--- src/fpm_pkg.sv ---
// constants and types shared by the frame preemption merge block
package fpm_pkg;
  // ==========================================================
  // register map
  localparam logic [15:0] REG_CTRL = 16'h02B0;
  localparam logic [15:0] REG_VERIFY = 16'h02B4;
  localparam int CTRL_EN_BIT = 0;
  localparam int CTRL_TXFC_LSB = 8;
  localparam int CTRL_RXFN_LSB = 12;
  localparam logic CTRL_EN_RST = 1'b0;
  localparam logic [31:0] VERIFY_RST = 32'h0000_0000;
  localparam logic [1:0] RESP_OKAY = 2'h0;
  localparam logic [1:0] RESP_DECERR = 2'h3;
  // ==========================================================
  // line symbols
  localparam logic [7:0] PRE_BYTE = 8'h55;
  localparam logic [7:0] SFD_EXP = 8'h5D;
  // index 0 sits in the low byte
  localparam logic [3:0][7:0] SMD_SYM = {8'hB3, 8'h7F, 8'h4C, 8'hE6};
  localparam logic [3:0][7:0] FRAG_PRE = {8'h2A, 8'h9E, 8'h52, 8'h61};
  localparam logic [31:0] MCRC_XOR = 32'hFFFF_0000;
  localparam logic [31:0] CRC_POLY = 32'hEDB8_8320;
  localparam logic [31:0] CRC_INIT = 32'hFFFF_FFFF;
  // ==========================================================
  // byte counts
  localparam logic [15:0] PRE_LAST = 16'h0006;
  localparam logic [15:0] SEG_LAST = 16'h003B;
  localparam logic [15:0] MIN_REMAIN = 16'h0040;
  localparam logic [15:0] MIN_CUT_LEN = 16'h007C;
  localparam logic [15:0] FCS_LAST = 16'h0003;
  localparam logic [15:0] IFG_LAST = 16'h000B;
  localparam logic [3:0] RX_SFD_IDX = 4'h7;
  localparam logic [3:0] RX_DATA_IDX = 4'h8;
  localparam logic [2:0] RX_TAIL_FULL = 3'h4;
  // ==========================================================
  // states and kinds
  typedef enum logic [2:0] {TX_IDLE, TX_PRE, TX_SFD, TX_DATA, TX_MCRC, TX_IFG} fpm_tx_st_t;
  typedef enum logic [1:0] {K_EXP, K_START, K_CONT, K_NONE} fpm_kind_t;
endpackage

--- src/fpm_crc32.sv ---
// byte-wide running ethernet crc with clear
`timescale 1ns/10ps
module fpm_crc32
  import fpm_pkg::*;
(
  input wire logic mclk,
  input wire logic rst_b,
  input wire logic clr,
  input wire logic en,
  input wire logic [7:0] din,
  output logic [31:0] fcs
);
  typedef struct packed {
    logic [31:0] crc;
  } fpm_crc_st_t;

  fpm_crc_st_t s_q;
  fpm_crc_st_t s_d;

  // ==========================================================
  // update
  always_comb begin
    logic [31:0] c;
    c = s_q.crc;
    s_d = s_q;
    if (clr) begin
      s_d.crc = CRC_INIT;
    end else if (en) begin
      c = c ^ {24'h00_0000, din};
      for (int i = 0; i < 8; i++) begin
        c = c[0] ? ((c >> 1) ^ CRC_POLY) : (c >> 1);
      end
      s_d.crc = c;
    end
  end

  always_ff @(posedge mclk or negedge rst_b) begin
    if (!rst_b) begin
      s_q <= CRC_INIT;
    end else begin
      s_q <= s_d;
    end
  end

  assign fcs = ~s_q.crc;
endmodule

--- src/fpm_top.sv ---
// preemption merge between mac and phy: tx fragmenting, rx classify, registers
// Functional notes
// - express frame: last preamble byte 0x55, start delimiter 0x5D
// - first part keeps 0x55, delimiter is frame count symbol, per frame
// - frame count wraps 0..3, symbols E6, 4C, 7F, B3
// - uninterrupted preemptable frame goes out unchanged, original crc included
// - on cut, run to next 60-byte boundary, append crc xor FFFF0000
// - cut only while 64 or more bytes remain, else finish normally
// - continuation last preamble byte: 61, 52, 9E, 2A by frame count
// - continuation delimiter is fragment count from 0, wrapping, same symbols
// - one frame may be cut repeatedly until all data is sent
// - frames under 124 bytes are never cut
// - only the lowest queue is preemptable; other traffic never cut
// - pending express frame interrupts running preemptable frame
// - receiver classifies by last preamble byte, delimiter and crc
// - unmapped register offset answers with decode error
`timescale 1ns/10ps
module fpm_top
  import fpm_pkg::*;
(
  input wire logic mclk,
  input wire logic rst_b,
  input wire logic exp_valid,
  input wire logic [7:0] exp_data,
  input wire logic exp_last,
  output logic exp_ready,
  input wire logic pre_valid,
  input wire logic [7:0] pre_data,
  input wire logic pre_last,
  input wire logic [15:0] pre_len,
  output logic pre_ready,
  output logic tx_en,
  output logic [7:0] txd,
  input wire logic rx_dv,
  input wire logic [7:0] rxd,
  output logic rx_sof,
  output logic [1:0] rx_kind,
  output logic [1:0] rx_frame_num,
  output logic rx_end,
  output logic rx_cut,
  output logic rx_discard,
  input wire logic s_axi_awvalid,
  output logic s_axi_awready,
  input wire logic [15:0] s_axi_awaddr,
  input wire logic s_axi_wvalid,
  output logic s_axi_wready,
  input wire logic [31:0] s_axi_wdata,
  output logic s_axi_bvalid,
  input wire logic s_axi_bready,
  output logic [1:0] s_axi_bresp,
  input wire logic s_axi_arvalid,
  output logic s_axi_arready,
  input wire logic [15:0] s_axi_araddr,
  output logic s_axi_rvalid,
  input wire logic s_axi_rready,
  output logic [31:0] s_axi_rdata,
  output logic [1:0] s_axi_rresp
);
  typedef struct packed {
    fpm_tx_st_t tx_st;
    fpm_kind_t kind;
    logic src_pre;
    logic susp;
    logic [1:0] fcnt;
    logic [1:0] gcnt;
    logic [15:0] cnt;
    logic [15:0] seg;
    logic [15:0] done;
    logic [15:0] len;
    logic tx_en;
    logic [7:0] txd;
    logic [3:0] rx_cnt;
    logic [7:0] rx_lp;
    fpm_kind_t rx_kind;
    logic rx_active;
    logic [1:0] rx_fnum;
    logic [1:0] rx_efrag;
    logic [31:0] rx_tail;
    logic [2:0] rx_tcnt;
    logic rx_dv_q;
    logic rx_sof;
    logic rx_end;
    logic rx_cut;
    logic rx_discard;
    logic en;
    logic [31:0] verify;
    logic bvalid;
    logic [1:0] bresp;
    logic rvalid;
    logic [1:0] rresp;
    logic [31:0] rdata;
  } fpm_st_t;

  fpm_st_t s_q;
  fpm_st_t n;
  logic tx_crc_clr, tx_crc_en, rx_crc_clr, rx_crc_en, rx_xcrc_clr, rx_xcrc_en;
  logic [31:0] tx_fcs, rx_fcs, tx_mval, rx_xfcs, rx_chk;
  logic [15:0] tx_remain;
  logic tx_cut, wr_go, rd_go, wr_hit, rd_hit;
  logic [2:0] lp_idx, sfd_idx;
  logic rx_sfd_now, rx_exp_hit, rx_start_hit, rx_cont_hit, rx_seq_ok, rx_tail_ok;

  function automatic logic [2:0] fpm_find(input logic [7:0] b, input logic [3:0][7:0] tab);
    logic [2:0] r;
    r = 3'h0;
    for (int i = 0; i < 4; i++) begin
      if (tab[i] == b) begin
        r = {1'b1, i[1:0]};
      end
    end
    return r;
  endfunction

  // ==========================================================
  // crc engines
  fpm_crc32 u_tx_crc (
    .mclk(mclk), .rst_b(rst_b), .clr(tx_crc_clr), .en(tx_crc_en),
    .din(pre_data), .fcs(tx_fcs)
  );
  // rx crc lags by four bytes so the trailing crc is never folded in
  fpm_crc32 u_rx_crc (
    .mclk(mclk), .rst_b(rst_b), .clr(rx_crc_clr), .en(rx_crc_en),
    .din(s_q.rx_tail[7:0]), .fcs(rx_fcs)
  );
  // express frames get their own crc so an open reassembly survives them
  fpm_crc32 u_rx_xcrc (
    .mclk(mclk), .rst_b(rst_b), .clr(rx_xcrc_clr), .en(rx_xcrc_en),
    .din(s_q.rx_tail[7:0]), .fcs(rx_xfcs)
  );

  // ==========================================================
  // decode terms
  assign tx_mval = tx_fcs ^ MCRC_XOR;
  assign tx_remain = s_q.len - s_q.done - 16'h0001;
  // cut waits for the boundary byte; needs source still mid-frame
  assign tx_cut = s_q.tx_st == TX_DATA && s_q.src_pre && s_q.kind != K_EXP
    && exp_valid && s_q.seg == SEG_LAST && !pre_last
    && s_q.len >= MIN_CUT_LEN && tx_remain >= MIN_REMAIN;
  assign exp_ready = s_q.tx_st == TX_DATA && !s_q.src_pre;
  assign pre_ready = s_q.tx_st == TX_DATA && s_q.src_pre;
  assign lp_idx = fpm_find(s_q.rx_lp, FRAG_PRE);
  assign sfd_idx = fpm_find(rxd, SMD_SYM);
  assign rx_sfd_now = rx_dv && s_q.rx_cnt == RX_SFD_IDX;
  assign rx_exp_hit = s_q.rx_lp == PRE_BYTE && rxd == SFD_EXP;
  assign rx_start_hit = s_q.rx_lp == PRE_BYTE && sfd_idx[2];
  assign rx_cont_hit = lp_idx[2] && sfd_idx[2];
  assign rx_seq_ok = s_q.rx_active && lp_idx[1:0] == s_q.rx_fnum
    && sfd_idx[1:0] == s_q.rx_efrag;
  assign rx_tail_ok = s_q.rx_tcnt == RX_TAIL_FULL;
  assign rx_chk = (s_q.rx_kind == K_EXP) ? rx_xfcs : rx_fcs;
  assign wr_go = s_axi_awvalid && s_axi_wvalid && !s_q.bvalid;
  assign rd_go = s_axi_arvalid && !s_q.rvalid;
  assign wr_hit = s_axi_awaddr == REG_CTRL || s_axi_awaddr == REG_VERIFY;
  assign rd_hit = s_axi_araddr == REG_CTRL || s_axi_araddr == REG_VERIFY;
  assign s_axi_awready = wr_go;
  assign s_axi_wready = wr_go;
  assign s_axi_arready = rd_go;

  // ==========================================================
  // next state
  always_comb begin
    logic [31:0] rd_v;
    rd_v = 32'h0000_0000;
    n = s_q;
    tx_crc_clr = 1'b0;
    tx_crc_en = 1'b0;
    rx_crc_clr = 1'b0;
    rx_crc_en = 1'b0;
    rx_xcrc_clr = 1'b0;
    rx_xcrc_en = 1'b0;
    n.tx_en = 1'b0;
    n.txd = 8'h00;
    unique case (s_q.tx_st)
      TX_IDLE: begin
        // express always wins the idle slot
        if (exp_valid) begin
          n.src_pre = 1'b0;
          n.kind = K_EXP;
        end else if (pre_valid) begin
          n.src_pre = 1'b1;
          if (s_q.susp) begin
            n.kind = K_CONT;
          end else begin
            n.kind = s_q.en ? K_START : K_EXP;
            n.len = pre_len;
            n.done = 16'h0000;
            n.gcnt = 2'h0;
            tx_crc_clr = 1'b1;
          end
        end
        if (exp_valid || pre_valid) begin
          n.tx_st = TX_PRE;
          n.tx_en = 1'b1;
          n.txd = PRE_BYTE;
          n.cnt = 16'h0001;
          n.seg = 16'h0000;
        end
      end
      TX_PRE: begin
        n.tx_en = 1'b1;
        n.cnt = s_q.cnt + 16'h0001;
        n.txd = PRE_BYTE;
        if (s_q.cnt == PRE_LAST) begin
          n.tx_st = TX_SFD;
          if (s_q.kind == K_CONT) begin
            n.txd = FRAG_PRE[s_q.fcnt];
          end
        end
      end
      TX_SFD: begin
        n.tx_en = 1'b1;
        n.tx_st = TX_DATA;
        if (s_q.kind == K_EXP) begin
          n.txd = SFD_EXP;
        end else if (s_q.kind == K_START) begin
          n.txd = SMD_SYM[s_q.fcnt];
        end else begin
          n.txd = SMD_SYM[s_q.gcnt];
          n.gcnt = s_q.gcnt + 2'h1;
        end
      end
      TX_DATA: begin
        n.tx_en = 1'b1;
        if (!s_q.src_pre) begin
          n.txd = exp_data;
          if (exp_last) begin
            n.tx_st = TX_IFG;
            n.cnt = 16'h0000;
          end
        end else begin
          n.txd = pre_data;
          tx_crc_en = 1'b1;
          n.done = s_q.done + 16'h0001;
          n.seg = (s_q.seg == SEG_LAST) ? 16'h0000 : s_q.seg + 16'h0001;
          if (pre_last) begin
            n.tx_st = TX_IFG;
            n.cnt = 16'h0000;
            n.susp = 1'b0;
            n.gcnt = 2'h0;
            if (s_q.kind != K_EXP) begin
              n.fcnt = s_q.fcnt + 2'h1;
            end
          end else if (tx_cut) begin
            n.tx_st = TX_MCRC;
            n.cnt = 16'h0000;
            n.susp = 1'b1;
          end
        end
      end
      TX_MCRC: begin
        n.tx_en = 1'b1;
        n.txd = tx_mval[{s_q.cnt[1:0], 3'h0} +: 8];
        n.cnt = s_q.cnt + 16'h0001;
        if (s_q.cnt == FCS_LAST) begin
          n.tx_st = TX_IFG;
          n.cnt = 16'h0000;
        end
      end
      TX_IFG: begin
        n.cnt = s_q.cnt + 16'h0001;
        if (s_q.cnt == IFG_LAST) begin
          n.tx_st = TX_IDLE;
        end
      end
    endcase
    // receive side
    n.rx_sof = 1'b0;
    n.rx_end = 1'b0;
    n.rx_cut = 1'b0;
    n.rx_discard = 1'b0;
    n.rx_dv_q = rx_dv;
    if (rx_dv) begin
      if (s_q.rx_cnt < RX_SFD_IDX) begin
        n.rx_lp = rxd;
        n.rx_cnt = s_q.rx_cnt + 4'h1;
      end else if (rx_sfd_now) begin
        n.rx_cnt = RX_DATA_IDX;
        n.rx_sof = 1'b1;
        n.rx_tcnt = 3'h0;
        if (rx_exp_hit) begin
          n.rx_kind = K_EXP;
          rx_xcrc_clr = 1'b1;
        end else if (rx_start_hit) begin
          n.rx_kind = K_START;
          n.rx_fnum = sfd_idx[1:0];
          n.rx_efrag = 2'h0;
          n.rx_active = 1'b1;
          n.rx_discard = s_q.rx_active;
          rx_crc_clr = 1'b1;
        end else if (rx_cont_hit) begin
          n.rx_kind = K_CONT;
          if (rx_seq_ok) begin
            n.rx_efrag = s_q.rx_efrag + 2'h1;
          end else begin
            n.rx_discard = 1'b1;
            n.rx_active = 1'b0;
          end
        end else begin
          n.rx_kind = K_NONE;
        end
      end else begin
        n.rx_tail = {rxd, s_q.rx_tail[31:8]};
        if (rx_tail_ok) begin
          rx_crc_en = s_q.rx_kind == K_START || s_q.rx_kind == K_CONT;
          rx_xcrc_en = s_q.rx_kind == K_EXP;
        end else begin
          n.rx_tcnt = s_q.rx_tcnt + 3'h1;
        end
      end
    end else begin
      n.rx_cnt = 4'h0;
      if (s_q.rx_dv_q && s_q.rx_cnt == RX_DATA_IDX && s_q.rx_kind != K_NONE) begin
        n.rx_end = 1'b1;
        // an express frame never closes the preemptable reassembly
        if (rx_tail_ok && s_q.rx_tail == rx_chk) begin
          n.rx_active = s_q.rx_active && s_q.rx_kind == K_EXP;
        end else if (rx_tail_ok && s_q.rx_tail == (rx_fcs ^ MCRC_XOR)
                     && s_q.rx_kind != K_EXP) begin
          n.rx_cut = 1'b1;
        end else begin
          n.rx_discard = 1'b1;
          n.rx_active = s_q.rx_active && s_q.rx_kind == K_EXP;
        end
      end
    end
    // register slave; wstrb is not decoded
    if (s_q.bvalid && s_axi_bready) begin
      n.bvalid = 1'b0;
    end
    if (wr_go) begin
      n.bvalid = 1'b1;
      n.bresp = wr_hit ? RESP_OKAY : RESP_DECERR;
      if (s_axi_awaddr == REG_CTRL) begin
        n.en = s_axi_wdata[CTRL_EN_BIT];
      end
      if (s_axi_awaddr == REG_VERIFY) begin
        n.verify = s_axi_wdata;
      end
    end
    if (s_q.rvalid && s_axi_rready) begin
      n.rvalid = 1'b0;
    end
    if (s_axi_araddr == REG_CTRL) begin
      rd_v[CTRL_EN_BIT] = s_q.en;
      rd_v[CTRL_TXFC_LSB +: 2] = s_q.fcnt;
      rd_v[CTRL_RXFN_LSB +: 2] = s_q.rx_fnum;
    end else if (s_axi_araddr == REG_VERIFY) begin
      rd_v = s_q.verify;
    end
    if (rd_go) begin
      n.rvalid = 1'b1;
      n.rresp = rd_hit ? RESP_OKAY : RESP_DECERR;
      n.rdata = rd_v;
    end
  end

  always_ff @(posedge mclk or negedge rst_b) begin
    if (!rst_b) begin
      s_q <= '0;
      s_q.en <= CTRL_EN_RST;
      s_q.verify <= VERIFY_RST;
    end else begin
      s_q <= n;
    end
  end

  assign tx_en = s_q.tx_en;
  assign txd = s_q.txd;
  assign rx_sof = s_q.rx_sof;
  assign rx_kind = s_q.rx_kind;
  assign rx_frame_num = s_q.rx_fnum;
  assign rx_end = s_q.rx_end;
  assign rx_cut = s_q.rx_cut;
  assign rx_discard = s_q.rx_discard;
  assign s_axi_bvalid = s_q.bvalid;
  assign s_axi_bresp = s_q.bresp;
  assign s_axi_rvalid = s_q.rvalid;
  assign s_axi_rresp = s_q.rresp;
  assign s_axi_rdata = s_q.rdata;
endmodule

--- config.mk ---
export PLATFORM = sky130hd
export DESIGN_NAME = fpm_top
export DESIGN_NICKNAME = d
export VERILOG_FILES = /design/src/fpm_pkg.sv /design/src/fpm_crc32.sv /design/src/fpm_top.sv
export SDC_FILE = /design/constraint.sdc
export NUM_CORES = 1
export LEC_CHECK = 0
export BUFFER_PORTS_ARGS = -buffer_cell sky130_fd_sc_hd__clkbuf_2
export CORE_MARGIN = 4
export CORE_UTILIZATION = 40
export CTS_BUF_LIST = sky130_fd_sc_hd__clkbuf_4
export DETAILED_ROUTE_END_ITERATION = 8
export HOLD_SLACK_MARGIN = 0.15
export PLACE_DENSITY_LB_ADDON = 0.05
export SLEW_MARGIN = 20
export SYNTH_ARGS = -nofsm -noshare
export SYNTH_HDL_FRONTEND = slang
export SYNTH_SLANG_ARGS = --single-unit
--- constraint.sdc ---
create_clock -name mclk -period 3.18 [get_ports mclk]
set_input_delay 0.636 -clock mclk [delete_from_list [all_inputs] [get_ports mclk]]
set_output_delay 0.636 -clock mclk [all_outputs]
set_load 0.05 [all_outputs]
# [Word level (Yosys, flattened, before mapping)]
# Cells that the tools add are included.
[totals] in_bits=116 register_bits=310 out_inout_bits=60
[classes] add_sub_neg=10 n_bitwise=37 shift=1 n_eq_ne=56 reduce_logical=70 n_lt_le_gt_ge=5 mux=161
[ops] cell="32-bit 2-to-1 mux" n=38
[ops] cell="13-bit NOT with 14-bit output" n=24
[ops] cell="16-bit 2-to-1 mux" n=6
[ops] cell="32-bit NOT" n=3
[ops] cell="32-bit by 8-bit XOR with 32-bit output" n=3
[ops] cell="3-bit 2-to-1 mux" n=23
[ops] cell="16-bit by 10-bit == test with 1-bit output (second input constant)" n=4
[ops] cell="32-bit == test" n=2
[ops] cell="8-bit 2-to-1 mux" n=8
[ops] cell="16-bit case mux with 4 select lines" n=1
[ops] cell="32-bit case mux with 2 select lines" n=1
[ops] cell="16-bit by 1-bit adder with 16-bit output (second input constant)" n=3
[ops] cell="8-bit binary-select mux with 2-bit select" n=3
[ops] cell="1-bit 2-to-1 mux" n=48
[ops] cell="9-bit case mux with 5 select lines" n=1
[ops] cell="2-bit 2-to-1 mux" n=20
[ops] cell="40-bit 2-to-1 mux" n=1
[ops] cell="35-bit 2-to-1 mux" n=1
[ops] cell="7-bit by 8-bit == test with 1-bit output (first input constant)" n=4
[ops] cell="16-bit by 7-bit >= comparator with 1-bit output (second input constant)" n=2
[ops] cell="16-bit NOT" n=2
[ops] cell="32-bit by 6-bit indexed part select with 8-bit output" n=1
[ops] cell="2-bit != test (second input constant)" n=15
[ops] cell="2-bit nonzero test" n=13
[ops] cell="other kinds (49)" n=113

# [Longest topological paths before layout]
# Gate-level depths: netlist of run 1.
[logic_depth] ltp_word=19 depth_mapped=13 ltp_nobuf=12

# [Modules after synthesis]
# A second synthesis of run 1 with hierarchy kept.
[hier_totals] hier_cells=1855 hier_area_um2=18789.3
[by_module_without_submodules] mod="fpm_top" n_inst=1 cells_each=1223 area_each_um2=11961.5
[by_module_without_submodules] mod="fpm_crc32 (u_rx_crc ...)" n_inst=2 cells_each=212 area_each_um2=2234.6
[by_module_without_submodules] mod="fpm_crc32 (u_tx_crc)" n_inst=1 cells_each=208 area_each_um2=2358.5

# [Least setup slack after synthesis of run 1]
# Ideal clock, no wire load.
[synth_path] path_kind="register -> register" start="register s_q[155] in the netlist's numbering" end="register s_q[201] in the netlist's numbering" setup_time_ns=0.076 t_required_ns=3.104 stages_incl_launch_ff=14 period_less_slack_ns=2.903 setup_slack_ns=0.277 t_arrival_ns=2.827 cell_sequence="dfrtp_1 inv_1 ha_1 inv_1 fa_1 nor2b_1 o2111ai_1 a311oi_1 nor3_1 nand4b_1 or4_4 o21a_4 buf_12 a21oi_4"
[synth_between] elab_chain_len=6
[synth_lines] item="from (decl)" line_no="fpm_top.sv:94" source="fpm_st_t s_q;"
[synth_lines] item="from (signal assigned)" line_no="fpm_top.sv:363" source="s_q <= n;"
[synth_lines] item="16-bit subtractor" line_no="fpm_top.sv:134" source="assign tx_remain = s_q.len - s_q.done - 16'h0001;"
[synth_lines] item="16-bit by 1-bit subtractor with 16-bit output" line_no="fpm_top.sv:134"
[synth_lines] item="16-bit by 7-bit >= comparator with 1-bit output" line_no="fpm_top.sv:138" source="&& s_q.len >= MIN_CUT_LEN && tx_remain >= MIN_REMAIN;"
[synth_lines] item="1-bit logical AND" line_no="fpm_top.sv:138"
[synth_lines] item="4-bit != test (no line)"
[synth_lines] item="4-bit AND reduction (no line)"
# Every way passes these cells.
# A chain may end at the register's enable or synchronous reset.

# [Worst setup path after layout of run 1]
[layout_path] start="register s_q[155] in the netlist's numbering" end="register s_q[202] in the netlist's numbering"
# Same word-level chain as after synthesis.

==> summary.md, run 1 <==
| Metric | Value |
|---|---|
| Setup Viol. Count Final | `0` |
| PortBufs | `175` |
| Htree depth | `3` |
| Routed Antenna Nets | `0` |
| Starting density of the core | `40.8%` |
| CTS tree | `built` |
| EDFF count, synth | `0` |
| Placeable core area | `43500 um2` |
| Routed vias | `14008` |
| Syn nets | `1920` |
| Post-synthesis mux area share | `4.28%` |
| Worst VDD drop | `0.000246 V` |
| Register area | `7830 um2` |
| RSZ-0062 raised after global routing | `yes` |
| Crit path max fanout | `8` |
| Clock latency on the worst-skew pair | `810 ps` |
| # DRC | `0` |
| Setup TNS Final | `0 ps` |
| R2R setup slack | `20 ps` |
| Fmax achieved | `316 MHz` |
| Synth Area in XOR/XNOR | `15.8%` |
| Leak | `9.72 nW` |
| Run status | `complete, no violations` |
| Boundary Pins | `176` |
| Initial antenna violation count | `5` |
| Avg Inst Size Synth | `10.0 um2` |
| Post-detail-place hpwl | `35500 um` |
| Drt pass-1 iters | `7` |
| Largest family of logic cells by synthesized area | `XOR/XNOR gates` |
| Share of layout cells above drive strength 1 | `28.7%` |
| RR Endpoint | `s_q[202]` |
| PnR worst setup slack | `15.2 ps` |
| # fillers | `4136` |
| # clock sinks | `308` |
| Post-Synthesis Cells | `1768` |
| First-pass GRT wire length | `79800 um` |
| Synth warn | `0` |
| GRT overflow | `0` |
| Simple-gate share of the synthesized area | `14.4%` |
| Place WS | `-10.1 ps` |
| Finished Core Util | `49.1%` |
| Die Y | `218 um` |
| Slew Limit Headroom | `27.4%` |
| Worst Tran Pin Value | `1090 ps` |
| DR vias/cell | `5.12` |
| Ys flop type | `dfrtp_1` |
| Hold WC Path Type | `input pin to flip-flop` |
| Post-synthesis sequential area ratio | `44.2%` |
| Worst Hold End | `txd[4]` |
| DRT iter0 DRCs | `879` |
| Launching point of the worst reg2reg path | `s_q[155]` |
| Chip width | `218 um` |
| Critical Path AT | `3870 ps` |
| Netlist Area Pre-Place | `17700 um2` |
| WL final | `49800 um` |
| Root Buffer | `clkbuf_4` |
| Clock transition at path regs | `60 ps` |
| Maxcap violations | `0` |
| Largest net degree at the start of global routing | `76` |
| Max Clock Skew | `58.0 ps` |
| Clock buffer count from CTS | `91` |
| Fin crit share | `99.5%` |
| Worst hold start | `exp_data[4]` |
| Overall Global Routing Usage | `21.0%` |
| Worst setup EP type | `flip-flop` |
| GPL Wtd Cong | `0.855` |
| Reg2Reg Depth | `13` |
| Post-Synth Adder-Cell Area | `2.58%` |
| Post-synth cell types | `83` |
| Hold Crit Depth | `3` |
| Vias in the first global route | `14386` |
| Final Max Tran Viols | `0` |
| Crit Path Category | `flip-flop to flip-flop` |
| Final number of hold-violating endpoints | `0` |
| Worst Path Required | `3880 ps` |
| Max clock buf depth | `3` |
| Compound-Gate Fraction of Synth Area | `13.9%` |
| Nature of the critical path startpoint | `flip-flop` |
| PD cells | `439 nW/um2` |
| DR WL/cell | `18.2 um` |
| Area Growth Syn to Fin | `20.5%` |
| Yosys reg bits | `308` |
| Core Rows | `76` |
| Die area | `47700 um2` |
| Number of nets in the layout | `2226` |
| Min Clock Period, post-route | `3160 ps` |
| Asr flop ratio synth | `100%` |
| Multi-input gate area | `9080 um2` |
## critical path, cell delays in order, from the launching register on
cell       delay (ps)
dfrtp_1           370
inv_1              60
ha_2              180
inv_2              40
fa_2              320
nor2b_2           160
o2111ai_2         170
a311oi_2          310
nor3_1             70
nand4b_1          250
or4_4             610
o21a_4            290
buf_4             160
a21oi_4           100
## metrics by stage
step / instances / total power [mW] / hold WS, ps / cell area, um2
2_1_floorplan: 1768 / 4.93 / 340 / 17700
3_3_place_gp: 2484 / 5.39 / 465 / 19300
3_5_place_dp: 2484 / 5.40 / 470 / 19300
4_1_cts: 2717 / 9.56 / 151 / 21200
5_1_grt: 2733 / 9.91 / 163 / 21300
6_report: 2735 / 9.38 / 237 / 21300
## final cells by class
| type | instances | area share [%] |
|---|---|---|
| clock inverter | 13 | 0.381 |
| timing repair buffer | 326 | 10.7 |
| antenna | 5 | 0.0586 |
| tap | 585 | 3.43 |
| sequential | 308 | 36.7 |
| clock buffer | 151 | 5.31 |
| multi-input combinational | 1299 | 42.5 |
| inverter | 48 | 0.862 |
## state kept, by name (all words and copies together) (netlist names)
name and cells:
u_rx_xcrc.s_q 32, rx_cut 1, rx_end 1, s_q 159, txd 8, u_rx_crc.s_q 32
s_axi_bresp 1, s_axi_rresp 1, u_tx_crc.s_q 32, rx_sof 1, s_axi_rdata 32, s_axi_bvalid 1
s_axi_rvalid 1, tx_en 1, rx_discard 1, rx_kind 2, rx_frame_num 2
## cell usage after synthesis (4+ instances only)
master	count	area, um2
nor2_1	93	349
nand4_1	22	138
buf_4	49	368
a211oi_1	7	52.6
ha_1	35	438
a41oi_1	8	70.1
a222oi_1	4	40.0
xor2_1	90	788
xnor2_2	8	130
a22o_1	28	245
nand3_1	36	180
clkbuf_1	50	188
nand2_1	268	1010
o22a_1	35	307
and3_1	15	93.8
inv_1	48	180
nor3_1	17	85.1
nor4bb_1	4	40.0
o21ai_0	65	325
dfstp_2	96	2520
or3_1	9	56.3
nor2b_1	9	56.3
a21o_1	6	45.0
nand4b_1	4	35.0
xnor2_1	196	1720
a21oi_1	72	360
clkbuf_8	5	68.8
mux2i_1	24	240
o22ai_1	7	43.8
o31ai_1	4	30.0
o211a_1	6	60.1
dfrtp_1	212	5310
nor4b_1	5	43.8
mux2_2	46	518
nor4_1	19	119
and2_1	6	37.5
a31oi_1	10	62.6
buf_1	6	22.5
o211ai_1	51	383
o21ai_1	4	20.0
nand2b_1	11	68.8
a21oi_4	9	146
or2_2	8	50.1
## power breakdown
| part | switching, mW | internal, mW | leakage (nW) | total, mW |
|---|---|---|---|---|
| clock | 1.79 | 2.20 | 0.736 | 3.99 |
| combinational | 0.668 | 0.525 | 5.24 | 1.19 |
| sequential | 0.160 | 4.04 | 3.75 | 4.20 |
## kinds of logic after synthesis
kind of cell | after synthesis
XOR/XNOR | 301
buffers and inverters | 162
AND/OR/NAND/NOR | 547
adder cells (fa/ha/maj) | 36
flip-flops | 308
AO/OA/AOI/OAI | 344
multiplexers | 70
## layout by cell type (no fill, tap or decap), types with 35 or more instances in the layout
cell and count:
dfrtp_1 212, clkbuf_2 172, o21ai_0 64, xnor2_1 196, mux2_2 46, nand3_1 36, dlygate4sd3_1 69, a21oi_1 71
nand2_1 268, inv_1 46, o211ai_1 51, buf_4 74, clkbuf_4 152, dfstp_2 96, xor2_1 90, o22a_1 35
nor2_1 90
## what timing repair did
action,in CTS,in global routing
resized for setup,2,15
setup endpoints to repair,3,20
setup buffers,0,12
hold buffers,69,0
hold endpoints to repair,141,0
pin swaps,1,5
cloned,0,1
## worst max path at each step
stage,slack [ps],endpoint,startpoint
finish,20,s_q[202],s_q[155]
detailed placement,-10,s_q[200],s_q[155]
CTS,9,pre_ready,s_q[213]
global route,-60,s_q[202],s_q[155]
global placement,30,s_q[197],s_q[155]
floorplan,280,s_q[201],s_q[155]
## per-layer routing
metal  up-vias  routed length, um  GRT usage [%]
met4         2               1230           6.49
met3        96               2040           4.32
met1      6809              22700           28.1
met5         -                 20              0
li1       6792                  -              -
met2       309              23800           34.3
(Power assumes the default switching activity.)
==> run 2, diff against run 1 <==
--- a/config.mk
+++ b/config.mk
@@ -5,11 +5,11 @@
 export SDC_FILE = /design/constraint.sdc
 export NUM_CORES = 1
 export LEC_CHECK = 0
-export BUFFER_PORTS_ARGS = -buffer_cell sky130_fd_sc_hd__clkbuf_2
 export CORE_MARGIN = 4
-export CORE_UTILIZATION = 40
+export CORE_UTILIZATION = 25
 export CTS_BUF_LIST = sky130_fd_sc_hd__clkbuf_4
 export DETAILED_ROUTE_END_ITERATION = 8
+export DONT_BUFFER_PORTS = 1
 export HOLD_SLACK_MARGIN = 0.15
 export PLACE_DENSITY_LB_ADDON = 0.05
 export SLEW_MARGIN = 20
==> run 2 against run 1 <==
The flow now finishes with violations (negative hold slack). Clock skew is 22 ps higher. First-iteration DRC count is 9.3% lower. Critical path type unchanged. Clock power is 8.5% higher. Largest power group is now the clock network. Sequential power hardly changed. Flip-flop and latch count stayed put. Core utilization is 19 points lower. Non-clock buffer count is 159 lower. Global-route usage is 5.6 points lower.
==> summary.md, run 2 (same netlist as run 1, synthesis figures left out) <==
| Metric | Value |
|---|---|
| Drt pass-1 iters | `5` |
| Setup Viol. Count Final | `0` |
| Routed Antenna Nets | `0` |
| DRT iter0 DRCs | `797` |
| Maxcap violations | `0` |
| Final Max Tran Viols | `0` |
| Worst setup EP type | `flip-flop` |
| GR peak layer | `met2` |
| Slew Limit Headroom | `34.9%` |
| Top Family by Delay on Critical Path | `compound AO/OA/AOI/OAI gates` |
| Min Clock Period, post-route | `3120 ps` |
| First-pass GRT wire length | `89500 um` |
| Place WS | `-77.3 ps` |
| Clock power frac | `45.2%` |
| Routed vias | `13606` |
| PortBufs | `0` |
| Worst path max stage delay | `620 ps` |
| Max clock buf depth | `3` |
| Post-detail-place hpwl | `38900 um` |
| Crit-path slowest cell | `or4b_4` |
| Clock transition at path regs | `70 ps` |
| Die area | `75200 um2` |
| Placeable core area | `70100 um2` |
| Critical Path AT | `3810 ps` |
| Clock latency on the worst-skew pair | `830 ps` |
| Starting density of the core | `25.3%` |
| Worst-path cell chain | `ha_1, o211ai_1, o21ai_1, a31oi_1, buf_4, o21ai_0, mux2i_1, or4b_4, o21a_4, a41oi_2` |
| Power after layout | `9.58 mW` |
| Boundary Pins | `176` |
| Max Clock Skew | `80.1 ps` |
| CTS Hold Buffers Added | `82` |
| # fillers | `7441` |
| Commonest non-fill, non-tap cell in the layout | `nand2_1` |
| Worst VDD drop | `0.000180 V` |
| Area Growth Syn to Fin | `19.4%` |
| GPL Wtd Cong | `0.781` |
| Overall Global Routing Usage | `15.4%` |
| Vias in the first global route | `14489` |
| Fin cells | `2950` |
| Most frequent cells in the layout | `268 x nand2_1, 212 x dfrtp_1, 195 x xnor2_1` |
| Seq pwr share | `44.0%` |
| Final number of hold-violating endpoints | `279` |
| Grt met1 use | `20.0%` |
| CTS tree | `built` |
| Run status | `finished with violations` |
| RSZ-0062 raised after global routing | `yes` |
| Worst Path Required | `3870 ps` |
| Root Buffer | `clkbuf_4` |
| GR Util met3 | `3.64%` |
| Finished Core Util | `30.2%` |
| Worst Tran Pin Value | `969 ps` |
| Internal Power | `6.89 mW` |
| Placed insts | `2671` |
| GRT overflow | `0` |
| Flip-flop count of the largest register after layout | `159` |
| Failing checks | `negative hold slack` |
| Chip width | `274 um` |
| Fin crit share | `98.3%` |
| Final hold slack | `-524 ps` |
| Hold WC Path Type | `input pin to asynchronous set/reset pin` |
| Grt met2 use | `25.2%` |
| Die Y | `274 um` |
| PD cells | `453 nW/um2` |
| PnR worst setup slack | `55.4 ps` |
| Clock buffer count from CTS | `98` |
| # DRC | `0` |
| Number of nets in the layout | `2074` |
| Leak | `9.10 nW` |
| Crit Path Category | `flip-flop to flip-flop` |
| Switch Pwr | `2.69 mW` |
| Largest register by flop count | `s_q` |
| # clock sinks | `308` |
| Crit path max fanout | `8` |
| Initial antenna violation count | `6` |
| WP buf/inv | `1` |
| Share of layout cells above drive strength 1 | `22.9%` |
| DR WL/cell | `19.5 um` |
| Nature of the critical path startpoint | `flip-flop` |
| Largest net degree at the start of global routing | `309` |
| Fmax achieved | `320 MHz` |
| Combinational Power Share | `10.8%` |
| DR vias/cell | `4.61` |
| WL final | `57400 um` |
| Core Rows | `97` |
| Htree depth | `3` |
| Switch share | `28.1%` |
run 2: cell count changes in the layout (fill, tap and decap cells not counted), sizes merged:
cell,previous run,this run
clkinv,9,15
clkbuf,324,163
inv,49,50
dlygate4sd3,69,82
buf,84,85
run 2: path summary, 6_finish.rpt:
check | start | to | slack [ps] | depth (start not counted)
worst min-delay path | rst_b | s_axi_rdata[29] | -520 | 0
max in group asynchronous | rst_b | s_q[80] | 3090 | 0
worst max register to register | s_q[143] | s_q[194] | 60 | 10
min in group mclk | exp_data[1] | txd[1] | 250 | 3
worst min register to register | s_q[41] | s_axi_rdata[3] | 450 | 1
worst max-delay path | s_q[143] | s_q[194] | 60 | 10
run 2: metal layers:
metal / wire length, um / vias up / share of wire (%)
li1: - / 6506 / -
met3: 2600 / 110 / 4.5
met2: 27200 / 275 / 47
met1: 25900 / 6713 / 45
met5: 1 / - / 0.0017
met4: 1640 / 2 / 2.9
run 2: final cells by class:
| class | instances | area [um2] | share of cell area [%] |
|---|---|---|---|
| inverter | 48 | 184 | 0.870 |
| tap | 940 | 1180 | 5.56 |
| sequential | 308 | 7830 | 37.0 |
| antenna | 5 | 12.5 | 0.0592 |
| timing repair buffer | 167 | 1490 | 7.03 |
| clock buffer | 163 | 1220 | 5.79 |
| multi-input combinational | 1299 | 9120 | 43.1 |
| clock inverter | 20 | 116 | 0.550 |
run 2: power by group through the flow:
stage	logic, mW	registers [mW]	clock network [mW]
final	1.04	4.22	4.33
after global routing	1.16	4.23	4.80
after CTS	1.05	4.22	4.59
after detailed placement	0.946	4.28	0
after global placement	0.950	4.28	0
after floorplan	0.723	4.21	0
run 2: timing repair:
action,in CTS,in global routing
endpoints found under the setup margin,16,20
gates resized for setup,11,6
cloned,1,0
pin swaps,8,6
setup buffers,4,4
endpoints found under the hold margin,411,308
run 2: per-stage QoR:
| stage | cell area [um2] | setup TNS, ps | hold WS [ps] |
|---|---|---|---|
| 2_1_floorplan | 17700 | 0 | 340 |
| 3_3_place_gp | 18800 | -410 | 349 |
| 3_5_place_dp | 18800 | -231 | 349 |
| 4_1_cts | 21100 | 0 | -655 |
| 5_1_grt | 21100 | -1570 | -645 |
| 6_report | 21200 | 0 | -524 |
==> run 3, diff against run 2 <==
==> constraint.sdc (replaced) <==
create_clock -name mclk -period 3 [get_ports mclk]
set_input_delay 0.6 -clock mclk [delete_from_list [all_inputs] [get_ports mclk]]
set_output_delay 0.6 -clock mclk [all_outputs]
set_load 0.05 [all_outputs]
==> run 3 against run 2 <==
The flow finishes with violations (negative hold slack, negative setup slack). Design area increased by 1.1%. Non-clock buffer count rose by 29. Critical path depth grew 3. Highest routed layer is now met4.
==> summary.md, run 3 (same netlist as run 1, synthesis figures left out) <==
| Metric | Value |
|---|---|
| DR vias/cell | `4.61` |
| PortBufs | `0` |
| Flip-flop count of the largest register after layout | `159` |
| Most frequent cells in the layout | `267 x nand2_1, 211 x dfrtp_1, 196 x xnor2_1` |
| Setup Viol. Count Final | `17` |
| First-pass GRT wire length | `89700 um` |
| CTS Hold Buffers Added | `89` |
| Worst path max stage delay | `570 ps` |
| Share of layout cells above drive strength 1 | `24.0%` |
| Critical Path AT | `3750 ps` |
| Internal Power | `7.11 mW` |
| Hold WC Path Type | `input pin to asynchronous set/reset pin` |
| Met2 wire length | `28000 um` |
| Routed vias | `13688` |
| Maxcap violations | `0` |
| Core Rows | `97` |
| Crit-path slowest cell | `or4_4` |
| # fillers | `7468` |
| Routed Antenna Nets | `0` |
| Clock buffer count from CTS | `97` |
| DRT iter0 DRCs | `621` |
| Final Max Tran Viols | `0` |
| Final hold slack | `-574 ps` |
| Final design area excluding fillers | `21400 um2` |
| Commonest non-fill, non-tap cell in the layout | `nand2_1` |
| WL final | `57800 um` |
| DR WL met3 | `2670 um` |
| Die area | `75200 um2` |
| Fin crit share | `101%` |
| DR WL/cell | `19.5 um` |
| Boundary Pins | `176` |
| Area after DPL | `19000 um2` |
| RSZ-0062 raised after global routing | `yes` |
| Fmax achieved | `330 MHz` |
| Leak | `9.20 nW` |
| Max clock buf depth | `3` |
| # DRC | `0` |
| Switch Pwr | `2.87 mW` |
| GRT overflow | `0` |
| Met1 Wirelength | `25700 um` |
| Starting density of the core | `25.3%` |
| Final number of hold-violating endpoints | `212` |
| Placeable core area | `70100 um2` |
| Clock latency on the worst-skew pair | `870 ps` |
| Crit Path Category | `flip-flop to flip-flop` |
| Vias in the first global route | `14536` |
| Switch share | `28.8%` |
| WP buf/inv | `3` |
| Slew Limit Headroom | `9.43%` |
| Chip width | `274 um` |
| Largest net degree at the start of global routing | `309` |
| Die Y | `274 um` |
| Worst setup EP type | `flip-flop` |
| Run status | `finished with violations` |
| Max Clock Skew | `59.3 ps` |
| Number of nets in the layout | `2102` |
| Power after layout | `9.99 mW` |
| # clock sinks | `308` |
| Worst-path cell chain | `inv_1, ha_2, inv_2, fa_2, nor2b_4, buf_6, o2111a_2, nor3_2, o221ai_1, nand4b_1, or4_4, o21a_4, a41oi_2` |
| Clock power frac | `43.8%` |
| Root Buffer | `clkbuf_4` |
| PnR worst setup slack | `-28.1 ps` |
| Top Family by Delay on Critical Path | `simple AND/OR/NAND/NOR gates` |
| Worst VDD drop | `0.000220 V` |
| CTS tree | `built` |
| Seq pwr share | `44.6%` |
| Largest register by flop count | `s_q` |
| Htree depth | `3` |
| Post-detail-place hpwl | `39500 um` |
| Worst Path Required | `3720 ps` |
| Finished Core Util | `30.5%` |
| Clock transition at path regs | `60 ps` |
| DR top layer | `met4` |
| Combinational Power Share | `11.5%` |
| Setup TNS Final | `-236 ps` |
| GPL Wtd Cong | `0.783` |
| Failing checks | `negative hold slack, negative setup slack` |
| Area Growth Syn to Fin | `20.7%` |
| Worst Tran Pin Value | `1360 ps` |
| Nature of the critical path startpoint | `flip-flop` |
| Overall Global Routing Usage | `15.4%` |
| Initial antenna violation count | `6` |
| PD cells | `467 nW/um2` |
| Crit path max fanout | `8` |
| Drt pass-1 iters | `5` |
| Min Clock Period, post-route | `3030 ps` |
[run 3: changes by cell type in the layout (fill, tap and decap cells not counted), sizes merged]
cell         change
bufinv           -1
inv              +1
clkbuf          -11
clkinvlp         -1
dlygate4sd3      +7
buf             +22
diode            +4
clkinv           -4
[run 3: area by class of cell]
class                           instances  area (um2)  area share (%)
Multi-Input combinational cell       1299        9180            42.9
Antenna cell                            9        22.5           0.105
Clock inverter                         15         105           0.491
Timing Repair Buffer                  196        1760            8.22
Clock buffer                          152        1140            5.33
Inverter                               48         180           0.842
Sequential cell                       308        7830            36.6
Tap cell                              940        1180            5.50
[run 3: worst paths after layout]
kind | start | to | slack, ps | depth (start not counted)
hold reg to reg | s_q[54] | s_axi_rdata[16] | 450 | 1
min in group mclk | pre_data[5] | u_tx_crc.s_q[29] | 260 | 4
setup reg to reg | s_q[155] | s_q[197] | -30 | 13
max in group asynchronous | rst_b | s_q[112] | 2470 | 0
hold / removal | rst_b | s_axi_rdata[29] | -570 | 0
setup / recovery | s_q[155] | s_q[197] | -30 | 13
[run 3: per-stage QoR]
step / worst slack [ps] / hold WS [ps] / instances
5_1_grt: -189 / -721 / 2964
6_report: -28.1 / -574 / 2967
2_1_floorplan: 97.3 / 304 / 1768
3_5_place_dp: -275 / 313 / 2698
3_3_place_gp: -256 / 312 / 2698
4_1_cts: -131 / -725 / 2957
[run 3: metal layers]
metal	global-route usage, %	vias up
li1	-	6549
met1	19.5	6775
met2	25.9	264
met3	3.76	100
met4	4.66	0
met5	0	-
[run 3: power by group through the flow]
stage | Clock, mW | Combinational [mW] | Sequential, mW
after floorplan | 0 | 0.766 | 4.46
after global placement | 0 | 1.05 | 4.53
after detailed placement | 0 | 1.04 | 4.52
after CTS | 4.67 | 1.16 | 4.46
after global routing | 4.86 | 1.28 | 4.47
final | 4.38 | 1.15 | 4.46
[run 3: repair_timing]
action,CTS,global route
setup buffers,2,2
cloned,1,0
resized for setup,14,19
pin swaps,8,7
setup endpoints to repair,21,21
endpoints found under the hold margin,418,308
[run 3: worst reg2reg max path: stages (launching register included)]
cell and delay, ps:
dfrtp_1 370, inv_1 60, ha_2 180, inv_2 40, fa_2 350, nor2b_4 140, buf_6 100, o2111a_2 220
nor3_2 60, o221ai_1 190, nand4b_1 190, or4_4 570, o21a_4 300, a41oi_2 160
